===== src/hdl/fwsr_pkg.sv =====
package fwsr_pkg;
   localparam int AW            = 20;
   localparam int DW            = 8;
   localparam int BIT_POLL      = 7;
   localparam int BIT_TOG1      = 6;
   localparam int BIT_LIMIT     = 5;
   localparam int BIT_ETIMER    = 3;
   localparam int BIT_TOG2      = 2;
   localparam int T_CLK_NS      = 10;
   localparam int T_STROBE_NS   = 70;
   localparam int STROBE_CYC    = (T_STROBE_NS + T_CLK_NS - 1) / T_CLK_NS;
   localparam int T_SEP_US      = 50;
   localparam int SEP_CYC       = T_SEP_US * 1000 / T_CLK_NS;
   localparam logic [AW-1:0] RESET_ADDR = 20'h00000;
   localparam logic [DW-1:0] RESET_CMD  = 8'hF0;

   typedef enum logic [1:0] {
      FWSR_PEND,
      FWSR_DONE,
      FWSR_FAIL
   } fwsr_result_t;

   typedef struct packed {
      logic [AW-1:0] addr;
      logic [DW-1:0] data;
      logic          wr;
   } fwsr_req_t;
endpackage


===== src/hdl/fwsr_host.sv =====
`timescale 1ns/1ns
// Flash rules behind this block
// Start status check with two back-to-back full bus reads, compare toggle bit.
// Device stops toggling when done; array data valid on next read.
// Still toggling: check limit flag; if high re-check toggle; toggling means failure.
// Toggling with limit low: keep polling, restarting from first read pair.
// Device raises the timing-limit flag when pulse count limit is exceeded.
// Programming one over zero halts; limit flag later reads one.
// After a timing-limit failure the host writes the reset command.
// Erase timer flag low during acceptance window, high after; new erase restarts.
// Acceptance window applies only to sector erase, not chip erase.
// Timer flag may be ignored only if erase commands stay under 50 us apart.
// After sector erase, confirm acceptance via polling or toggle bit, then timer flag; this host checks toggle bit one and never reads the timer flag.
// Timer flag high: only erase suspend accepted; low: more sector erases accepted.
// Read timer flag before and after each further sector erase command.
// Suspended sector reads: poll 1, toggle one still, limit 0, toggle two toggling.
// Outside suspended sector reads return array data, ready high.
// Status reads that use poll bit or toggle two carry a valid target address.
// Programming shows complement of bit 7 on poll bit, then true value.
// Toggle bit one inverts on every read during program or erase.
// Ready/busy low while busy, released high when ready, suspended or standby.
// Toggle bit two toggles on reads inside sectors selected for erase.
// Busy device drives status instead of array data, updated each read.
module fwsr_host
   import fwsr_pkg::*;
(
   // Clock and reset
   input  wire logic          mclk,
   input  wire logic          sys_rst,
   // User command: start checking an operation at a target address
   input  wire logic          start,
   input  wire logic [AW-1:0] target_addr,
   output logic               busy,
   output logic               result_valid,
   output fwsr_result_t       result,
   output logic [DW-1:0]      array_data,
   // Flash pins
   output logic [AW-1:0]      flash_addr,
   output logic               flash_ce_n,
   output logic               flash_oe_n,
   output logic               flash_we_n,
   input  wire logic [DW-1:0] flash_dq_in,
   output logic [DW-1:0]      flash_dq_out,
   output logic               flash_dq_oe,
   input  wire logic          ready_busy_out
);
   typedef enum logic [2:0] {
      S_IDLE, S_RD1, S_RD2, S_RECHK1, S_RECHK2, S_DATA, S_RESET, S_END
   } fwsr_state_t;

   fwsr_state_t   state;
   fwsr_req_t     req;
   logic [7:0]    strobe_cnt;
   logic          first_tog;
   logic [DW-1:0] sample;
   logic          strobe_done;
   logic          sample_edge;
   logic          toggling;

   // Strobes stay low for the whole access time, then rise for one cycle to close it
   assign strobe_done = (strobe_cnt == 8'(STROBE_CYC));
   assign sample_edge = (strobe_cnt == 8'(STROBE_CYC - 1));
   assign toggling    = sample[BIT_TOG1] != first_tog;
   assign busy        = (state != S_IDLE);

   // Each bus cycle holds its strobe for the access time, sampled on the last edge
   always_ff @(posedge mclk or posedge sys_rst) begin
      if (sys_rst) begin
         strobe_cnt <= 8'h00;
      end else if (state == S_IDLE || state == S_END || strobe_done) begin
         strobe_cnt <= 8'h00;
      end else begin
         strobe_cnt <= strobe_cnt + 8'h01;
      end
   end

   always_ff @(posedge mclk or posedge sys_rst) begin
      if (sys_rst) begin
         req <= '0;
      end else if (state == S_IDLE && start) begin
         req <= '{addr: target_addr, data: 8'h00, wr: 1'b0};
      end else if (state == S_RESET || (state == S_RECHK2 && strobe_done && toggling)) begin
         // Reset is the only command written: no further erase is ever issued
         req <= '{addr: RESET_ADDR, data: RESET_CMD, wr: 1'b1};
      end else if (state == S_END) begin
         req <= '0;
      end
   end

   // Sample the full bus on every read; DQ change mid-cycle is absorbed by the strobe time
   always_ff @(posedge mclk or posedge sys_rst) begin
      if (sys_rst) begin
         sample <= 8'h00;
      end else if (sample_edge && !req.wr) begin
         // Taken while the strobes are still low; a released bus carries nothing
         sample <= flash_dq_in;
      end
   end

   always_ff @(posedge mclk or posedge sys_rst) begin
      if (sys_rst) begin
         first_tog  <= 1'b0;
      end else if (state == S_RD2 && strobe_cnt == 8'h00) begin
         first_tog  <= sample[BIT_TOG1];
      end else if (state == S_RECHK2 && strobe_cnt == 8'h00) begin
         first_tog  <= sample[BIT_TOG1];
      end
   end

   always_ff @(posedge mclk or posedge sys_rst) begin
      if (sys_rst) begin
         state <= S_IDLE;
      end else begin
         unique case (state)
            S_IDLE:   if (start) state <= S_RD1;
            S_RD1:    if (strobe_done) state <= S_RD2;
            S_RD2: begin
               if (strobe_done) begin
                  if (!toggling) state <= S_DATA;
                  else if (sample[BIT_LIMIT]) state <= S_RECHK1;
                  else state <= S_RD1;
               end
            end
            S_RECHK1: if (strobe_done) state <= S_RECHK2;
            S_RECHK2: begin
               if (strobe_done) begin
                  if (toggling) state <= S_RESET;
                  else state <= S_DATA;
               end
            end
            S_DATA:   if (strobe_done) state <= S_END;
            S_RESET:  if (strobe_done) state <= S_END;
            S_END:    state <= S_IDLE;
         endcase
      end
   end

   always_ff @(posedge mclk or posedge sys_rst) begin
      if (sys_rst) begin
         result_valid <= 1'b0;
         result       <= FWSR_PEND;
         array_data   <= 8'h00;
      end else begin
         result_valid <= (state == S_END);
         if (state == S_DATA && strobe_done) begin
            result     <= FWSR_DONE;
            array_data <= sample;
         end else if (state == S_RESET) begin
            result     <= FWSR_FAIL;
         end else if (state == S_IDLE && start) begin
            result     <= FWSR_PEND;
         end
      end
   end

   // Strobes high between cycles so every read is a distinct cycle for the toggle bits
   always_comb begin
      flash_addr   = req.addr;
      flash_dq_out = req.data;
      flash_dq_oe  = req.wr && (state == S_RESET);
      flash_ce_n   = !(busy && state != S_END && !strobe_done);
      flash_oe_n   = !(busy && state != S_END && !strobe_done && !req.wr);
      flash_we_n   = !(flash_dq_oe && !strobe_done);
   end

   // Assertions
   property p_two_reads;
      @(posedge mclk) disable iff (sys_rst)
         (state == S_RD1 && strobe_done) |=> state == S_RD2 && !flash_oe_n;
   endproperty
   a_two_reads: assert property (p_two_reads) else $error("no read pair");

   property p_reset_after_fail;
      @(posedge mclk) disable iff (sys_rst)
         (state == S_RECHK2 && strobe_done && toggling) |=> state == S_RESET;
   endproperty
   a_reset_after_fail: assert property (p_reset_after_fail) else $error("no reset cmd");

   property p_limit_recheck;
      @(posedge mclk) disable iff (sys_rst)
         (state == S_RD2 && strobe_done && sample[BIT_TOG1] != first_tog
          && sample[BIT_LIMIT]) |=> state == S_RECHK1;
   endproperty
   a_limit_recheck: assert property (p_limit_recheck) else $error("no recheck");

   property p_restart;
      @(posedge mclk) disable iff (sys_rst)
         (state == S_RD2 && strobe_done && sample[BIT_TOG1] != first_tog
          && !sample[BIT_LIMIT]) |=> state == S_RD1;
   endproperty
   a_restart: assert property (p_restart) else $error("no restart");

   property p_addr_valid;
      @(posedge mclk) disable iff (sys_rst)
         (!flash_oe_n) |-> flash_addr == $past(flash_addr) || $past(state) == S_IDLE;
   endproperty
   a_addr_valid: assert property (p_addr_valid) else $error("address moved");

   property p_done_data;
      @(posedge mclk) disable iff (sys_rst)
         (state == S_RD2 && strobe_done && sample[BIT_TOG1] == first_tog)
         |=> state == S_DATA ##[1:20] result_valid && result == FWSR_DONE;
   endproperty
   a_done_data: assert property (p_done_data) else $error("no data read");

   property p_write_data;
      @(posedge mclk) disable iff (sys_rst)
         (!flash_we_n) |-> flash_dq_oe && flash_dq_out == RESET_CMD;
   endproperty
   a_write_data: assert property (p_write_data) else $error("bad write");

   property p_fail_result;
      @(posedge mclk) disable iff (sys_rst)
         (state == S_RESET && strobe_done) |=> ##1 result_valid && result == FWSR_FAIL;
   endproperty
   a_fail_result: assert property (p_fail_result) else $error("fail not reported");

   c_done:  cover property (@(posedge mclk) result_valid && result == FWSR_DONE);
   c_fail:  cover property (@(posedge mclk) result_valid && result == FWSR_FAIL);
   c_again: cover property (@(posedge mclk) state == S_RD2 ##1 state == S_RD1);
   c_recheck: cover property (@(posedge mclk) state == S_RECHK2 ##1 state == S_DATA);
endmodule


===== config.mk =====
export PLATFORM = sky130hd
export DESIGN_NAME = fwsr_host
export DESIGN_NICKNAME = d
export VERILOG_FILES = /design/src/hdl/fwsr_pkg.sv /design/src/hdl/fwsr_host.sv
export SDC_FILE = /design/constraint.sdc
export NUM_CORES = 1
export LEC_CHECK = 0
export ABC_CLOCK_PERIOD_IN_PS = 4000
export BUFFER_PORTS_ARGS = -buffer_cell sky130_fd_sc_hd__buf_4
export CAP_MARGIN = 20
export CORE_ASPECT_RATIO = 0.9
export CORE_MARGIN = 2
export CORE_UTILIZATION = 40
export DETAILED_ROUTE_END_ITERATION = 7
export HOLD_SLACK_MARGIN = 0.02
export PLACE_DENSITY = 0.74
export SYNTH_ARGS = -nofsm -noshare
export SYNTH_HDL_FRONTEND = slang
export SYNTH_SLANG_ARGS = --single-unit
export TNS_END_PERCENT = 10

===== constraint.sdc =====
create_clock -name mclk -period 4 [get_ports mclk]
set_input_delay 0.4 -clock mclk [delete_from_list [all_inputs] [get_ports mclk]]
set_output_delay 0.4 -clock mclk [all_outputs]
set_load 0.005 [all_outputs]

==> results of run 1 <==
kinds of logic (layout without fill, tap and decap cells):
group           count (synthesis)  count (layout)  share of synthesized area
fa+ha+maj                       3               3                     0.0166
compound gates                 33              33                      0.121
xor+xnor                        9               9                     0.0349
mux                            19              19                     0.0937
buf+inv                        23              88                     0.0527
simple gates                   44              44                      0.103
other cells                     1               4                    0.00166
flops                          52              52                      0.577
critical path, delay by kind of cell, from the launching register on:
kind	cells	cell delay, ns
flops	1	0.44
buf+inv	1	0.10
compound gates	1	0.24
simple gates	3	1.22
Yosys cell counts, types with 2 or more instances:
cell,n,share of area
dfrtp_1,52,0.58
nor2_1,21,0.035
a22o_1,20,0.078
mux2_2,17,0.085
buf_4,7,0.023
inv_1,7,0.012
nand2_1,6,0.010
buf_2,5,0.011
xnor2_1,5,0.019
a21oi_1,4,0.0089
clkbuf_1,4,0.0067
xor2_1,4,0.016
ha_1,3,0.017
nand3_1,3,0.0067
mux2i_1,2,0.0089
nor3_1,2,0.0044
o21ai_0,2,0.0044
o311ai_1,2,0.0078
or3_1,2,0.0055
registers in the layout (all words and copies together) (netlist names):
signal and count:
result 2, sample 8, flash_dq_out 1, strobe_cnt 8
array_data 8, state 3, result_valid 1, first_tog 1
flash_addr 20
layout make-up:
type / count / area [µm²] / share of cell area
flip-flops and latches: 52 / 1300 / 0.443
well taps: 67 / 83.8 / 0.0285
clock inverters: 3 / 46.3 / 0.0157
clock buffers: 5 / 68.8 / 0.0234
inverters: 7 / 26.3 / 0.00894
multi-input cells: 112 / 853 / 0.290
repair buffers: 73 / 561 / 0.191
power groups by stage:
stage / registers [mW] / logic, mW / clock network (mW)
after global routing: 0.929 / 0.855 / 0.400
after global placement: 0.894 / 0.764 / 0
final: 0.896 / 0.771 / 0.362
after CTS: 0.898 / 0.783 / 0.378
after floorplan: 0.859 / 0.463 / 0
after detailed placement: 0.904 / 0.781 / 0
how the worst max path moves through the flow:
| stage | start | to | slack (ns) | cells past startpoint |
|---|---|---|---|---|
| after floorplan | strobe_cnt[3] | flash_oe_n | 1.87 | 5 |
| after global placement | strobe_cnt[3] | flash_oe_n | 1.65 | 5 |
| after detailed placement | strobe_cnt[3] | flash_oe_n | 1.64 | 5 |
| after CTS | strobe_cnt[3] | flash_oe_n | 1.29 | 5 |
| after global routing | strobe_cnt[3] | flash_oe_n | 1.18 | 5 |
| final | strobe_cnt[3] | flash_oe_n | 1.30 | 5 |
through the flow:
step	cell area (µm²)	setup WS, ns
5_1_grt	2940	1.18
3_5_place_dp	2810	1.64
6_report	2940	1.30
2_1_floorplan	2270	1.87
4_1_cts	2920	1.29
3_3_place_gp	2810	1.65
per-layer routing:
layer / global-route usage / part of all wire
met1: 0.205 / 0.45
met2: 0.232 / 0.46
met3: 0.0417 / 0.079
met4: 0.0601 / 0.014
met5: 0 / 0
==> metrics, run 1 <==
TritonCTS clock tree built; cells resized by post-CTS repair 0; synthesized area 2260 µm²; Setup TNS 0 ns; die area 6260 µm²; Sw Pwr 662 µW; #FFs+latches synth 52; P per Cell Area 690 nW/µm²; post-CTS setup buffer count 0; r2r setup slk 1.97 ns; Placed Cells 310; WP data arrival 2.30 ns; Die Ht 75.2 µm; power after layout 2.03 mW; number of inserted diodes 0; Die X 83.2 µm; hold buffers post-CTS 0; Longest Clk Path Bufs 2; Detailed Route WL 4510 µm; grt ovf 0; largest net degree at the start of global routing 53; first drt pass iteration count 4; Mapped Cells 184; Cell Rows 25; Mean Syn Cell Area 12.3 µm²; slew margin rel. 0.651; switching part of the total 0.326; Fill cells 474; worst skew pair latency 0.30 ns; core area 5350 µm²; Tightest Pin Transition 0.523 ns; Req. time, crit path 3.60 ns; Final Max Slew Viols 0; final clock skew 0.00563 ns; Routed Antenna Nets 0; Hold Vio Cnt, Final 0; non-filler instance count after layout 319; VDD IR max 0.319 mV; RD Place Congestion 0.761; # port buffers 70; total of max-cap violations 0; Worst Setup Start Kind register; RR Startpoint strobe_cnt[3]; initial antenna violation count 0; Hold Slack 0.131 ns; HPWL Detailed 3210 µm; f_max 370 MHz; Final setup viols 0; DRC violations left 0; Num CTS Buffers 5; Static Leak 1.49 nW; H-tree Lvls 2; Seq/Total Area, Yosys 0.577; post-synthesis async set-or-reset flop share 1.00; Clock Power Share 0.179; ys flop type dfrtp_1; share of cells above drive strength 1 0.425; clk sinks 52; Crit. End Element output port; P_int 1.37 mW; first-pass GRT wire length 7490 µm; root buffer cell clkbuf_8; Starting Density 0.422; GRT Resource Usage Total 0.150; I/O Pins 76; Post-synth EDFFs 0; cells along the critical path or4_4, or3_1, o211ai_2, or2_1, buf_4; final period utilization 0.676; fin util 0.550; status completed; Yosys warning count 0; crit-path max FO 10; CP max-delay cell or4_4; min Tclk post-route 2.70 ns; DR vias/cell 5.13; Initial DRC Count 58; most frequent cells in the layout buf_4, dfrtp_1, nor2_1; clock slew at reported path FFs 0.09 ns; Hold WC Path Type in -> async; Flop pwr share 0.441; nets 286; RSZ-0062 raised after global routing false; synth unique cells 35; combinational fraction of design power 0.380; Worst Setup Path Type reg -> out; P&R area growth vs syn 30.3%; per-cell routed wire length 14.1 µm; RR Endpoint array_data[2]; commonest non-fill, non-tap cell in the layout buf_4; via count 1637; CP peak stage delay 0.59 ns; R2R cell count 4; number of global-route vias before repair 1599
Power figures use the tool's default switching activity.
==> inputs of run 2 (changes only) <==
--- a/config.mk
+++ b/config.mk
@@ -5,7 +5,7 @@
 export SDC_FILE = /design/constraint.sdc
 export NUM_CORES = 1
 export LEC_CHECK = 0
-export ABC_CLOCK_PERIOD_IN_PS = 4000
+export ABC_CLOCK_PERIOD_IN_PS = 2300
 export BUFFER_PORTS_ARGS = -buffer_cell sky130_fd_sc_hd__buf_4
 export CAP_MARGIN = 20
 export CORE_ASPECT_RATIO = 0.9
@@ -13,7 +13,7 @@
 export CORE_UTILIZATION = 40
 export DETAILED_ROUTE_END_ITERATION = 7
 export HOLD_SLACK_MARGIN = 0.02
-export PLACE_DENSITY = 0.74
+export PLACE_DENSITY = 0.76
 export SYNTH_ARGS = -nofsm -noshare
 export SYNTH_HDL_FRONTEND = slang
 export SYNTH_SLANG_ARGS = --single-unit
==> constraint.sdc (replaced) <==
create_clock -name mclk -period 2.3 [get_ports mclk]
set_input_delay 0.23 -clock mclk [delete_from_list [all_inputs] [get_ports mclk]]
set_output_delay 0.23 -clock mclk [all_outputs]
set_load 0.005 [all_outputs]
==> run 2 against run 1 <==
Effect of this change: critical path depth is the same; clock-buffer cell count is the same; first-iteration DRC count grew 19%; core utilization shrank 0.19 points; worst hold slack lost 0.024 ns; register-to-register slack lost 1.7 ns; sequential share of layout area grew 0.19 points; sequential cell count is the same; non-clock buffer count grew 4; wire length grew 1.7%; cell count grew 0.94%; clock power grew 33%; critical path type unchanged.
==> metrics, run 2 (synthesis results as in run 1) <==
status completed (unchanged); Die Ht 75.2 µm (unchanged); final clock skew 0.00568 ns (was 0.00563 ns); Cell Rows 25 (unchanged); WP data arrival 1.99 ns (was 2.30 ns); first drt pass iteration count 4 (unchanged); commonest non-fill, non-tap cell in the layout buf_4 (unchanged); worst skew pair latency 0.29 ns (was 0.30 ns); via count 1653 (was 1637); VDD IR max 0.566 mV (was 0.319 mV); DRC violations left 0 (unchanged); P&R area growth vs syn 29.9% (was 30.3%); Longest Clk Path Bufs 2 (unchanged); R2R cell count 4 (unchanged); Num CTS Buffers 5 (unchanged); Worst Setup Path Type reg -> out (unchanged); f_max 450 MHz; area occupied by multi-input gates 858 µm² (was 853 µm²); initial antenna violation count 0 (unchanged); grt ovf 0 (unchanged); CP max-delay cell or4_4 (unchanged); max FFs per register 20 (unchanged); H-tree Lvls 2 (unchanged); largest net degree at the start of global routing 53 (unchanged); I/O Pins 76 (unchanged); RR Endpoint sample[6] (was array_data[2]); root buffer cell clkbuf_8 (unchanged); WP depth 5 (unchanged); GRT Resource Usage Total 0.151 (was 0.150); Final setup viols 0 (unchanged); Setup TNS 0 ns (unchanged); P_int 2.29 mW (was 1.37 mW); clock slew at reported path FFs 0.09 ns (about the same); Critical Path End flash_oe_n (unchanged); r2r setup slk 0.30 ns (was 1.97 ns); Hold Vio Cnt, Final 0 (unchanged); most frequent cells in the layout buf_4, dfrtp_1, nor2_1 (unchanged); Req. time, crit path 2.07 ns (was 3.60 ns); Clock Power Share 0.140 (was 0.179); P per Cell Area 1170 nW/µm² (was 690 nW/µm²); total of max-cap violations 0 (unchanged); Crit path max-delay family simple AND/OR/NAND/NOR gates (unchanged); RD Place Congestion 0.855 (was 0.761); Sequential Area 1300 µm² (about the same); power after layout 3.42 mW (was 2.03 mW); number of inserted diodes 0 (unchanged); final period utilization 0.966; cells along the critical path or4_4, or3_4, o211ai_2, or2_1, buf_4 (was or4_4, or3_1, o211ai_2, or2_1, buf_4); Detailed Route WL 4590 µm (was 4510 µm); number of global-route vias before repair 1587 (was 1599); crit-path max FO 3 (was 10); per-cell routed wire length 14.2 µm (was 14.1 µm); Hold WC Path Type in -> async (unchanged); # port buffers 70 (unchanged); CP peak stage delay 0.57 ns (was 0.59 ns); RSZ-0062 raised after global routing false (unchanged); switching part of the total 0.331 (was 0.326); nets 290 (was 286); hold buffers post-CTS 0 (unchanged); first-pass GRT wire length 7470 µm (was 7490 µm); share of cells above drive strength 1 0.439 (was 0.425); Final Max Slew Viols 0 (unchanged); slew margin rel. 0.575 (was 0.651); RR Startpoint strobe_cnt[3] (unchanged); Tightest Pin Transition 0.637 ns (was 0.523 ns); Initial DRC Count 69 (was 58); Worst Setup SP strobe_cnt[3] (unchanged); Crit. End Element output port (unchanged); Flop pwr share 0.452 (was 0.441); Fill cells 478 (was 474); TritonCTS clock tree built (unchanged); min Tclk post-route 2.22 ns; HPWL Detailed 3320 µm (was 3210 µm); Die X 83.2 µm (unchanged); Static Leak 1.50 nW (was 1.49 nW); Starting Density 0.422 (unchanged); die area 6260 µm² (unchanged); DR vias/cell 5.13 (about the same); Routed Antenna Nets 0 (unchanged); Worst Setup Start Kind register (unchanged); combinational fraction of design power 0.407 (was 0.380); core area 5350 µm² (unchanged); Sw Pwr 1.13 mW (was 662 µW); clk sinks 52 (unchanged); Buf/Inv on CP 1 (unchanged)
run 2: changes by cell type in the layout (fill, tap and decap cells not counted), sizes merged:
cell,before,now
inv,8,7
bufinv,1,0
buf,73,77
clkinv,0,1
run 2: worst min path at each step:
stage | depth (start not counted) | endpoint | start | slack, ns
floorplan | 1 | flash_addr[10] | target_addr[10] | 0.37
global placement | 3 | flash_addr[8] | sys_rst | 0.45
detailed placement | 3 | flash_addr[8] | sys_rst | 0.45
CTS | 3 | result[0] | sys_rst | 0.12
global route | 2 | sample[7] | flash_dq_in[7] | 0.15
finish | 3 | result[0] | sys_rst | 0.11
run 2: area by class of cell:
type | count | share of cell area
inverters | 7 | 0.00897
clock buffers | 5 | 0.0235
repair buffers | 77 | 0.197
clock inverters | 2 | 0.00427
flip-flops and latches | 52 | 0.444
well taps | 67 | 0.0286
multi-input cells | 112 | 0.293
run 2: timing repair:
item / in CTS / in global routing
buffers inserted: 0 / 2
gates resized for setup: 0 / 2
endpoints found under the setup margin: 0 / 2
run 2: power groups by stage:
| stage | clock network (mW) | logic, mW | registers (mW) |
|---|---|---|---|
| 2_1_floorplan | 0 | 0.806 | 1.49 |
| 3_3_place_gp | 0 | 1.35 | 1.55 |
| 3_5_place_dp | 0 | 1.39 | 1.57 |
| 4_1_cts | 0.509 | 1.40 | 1.55 |
| 5_1_grt | 0.544 | 1.55 | 1.60 |
| 6_report | 0.480 | 1.40 | 1.55 |
run 2: stage by stage:
step	utilization	std cells	worst slack (ns)	instance area (µm²)	hold slack (ns)
final	0.548	322	0.0789	2930	0.107
after global routing	0.548	322	0.00410	2930	0.146
after CTS	0.544	320	0.00279	2910	0.121
after detailed placement	0.529	313	0.254	2830	0.448
after global placement	0.529	313	0.315	2830	0.448
after floorplan	-	187	0.338	2270	0.370
run 2: routing by layer:
metal / GRT usage / wire length (µm) / vias up
li1: - / - / 780
met4: 0.0328 / 11 / 0
met3: 0.0548 / 367 / 2
met5: 0 / 0 / -
met2: 0.240 / 2120 / 59
met1: 0.202 / 2090 / 812
run 2: worst register-to-register path: cells and delay by family, from the launching register on:
kind          cells  cell delay [ns]
flops             1             0.42
mux               1             0.38
simple gates      3             1.09
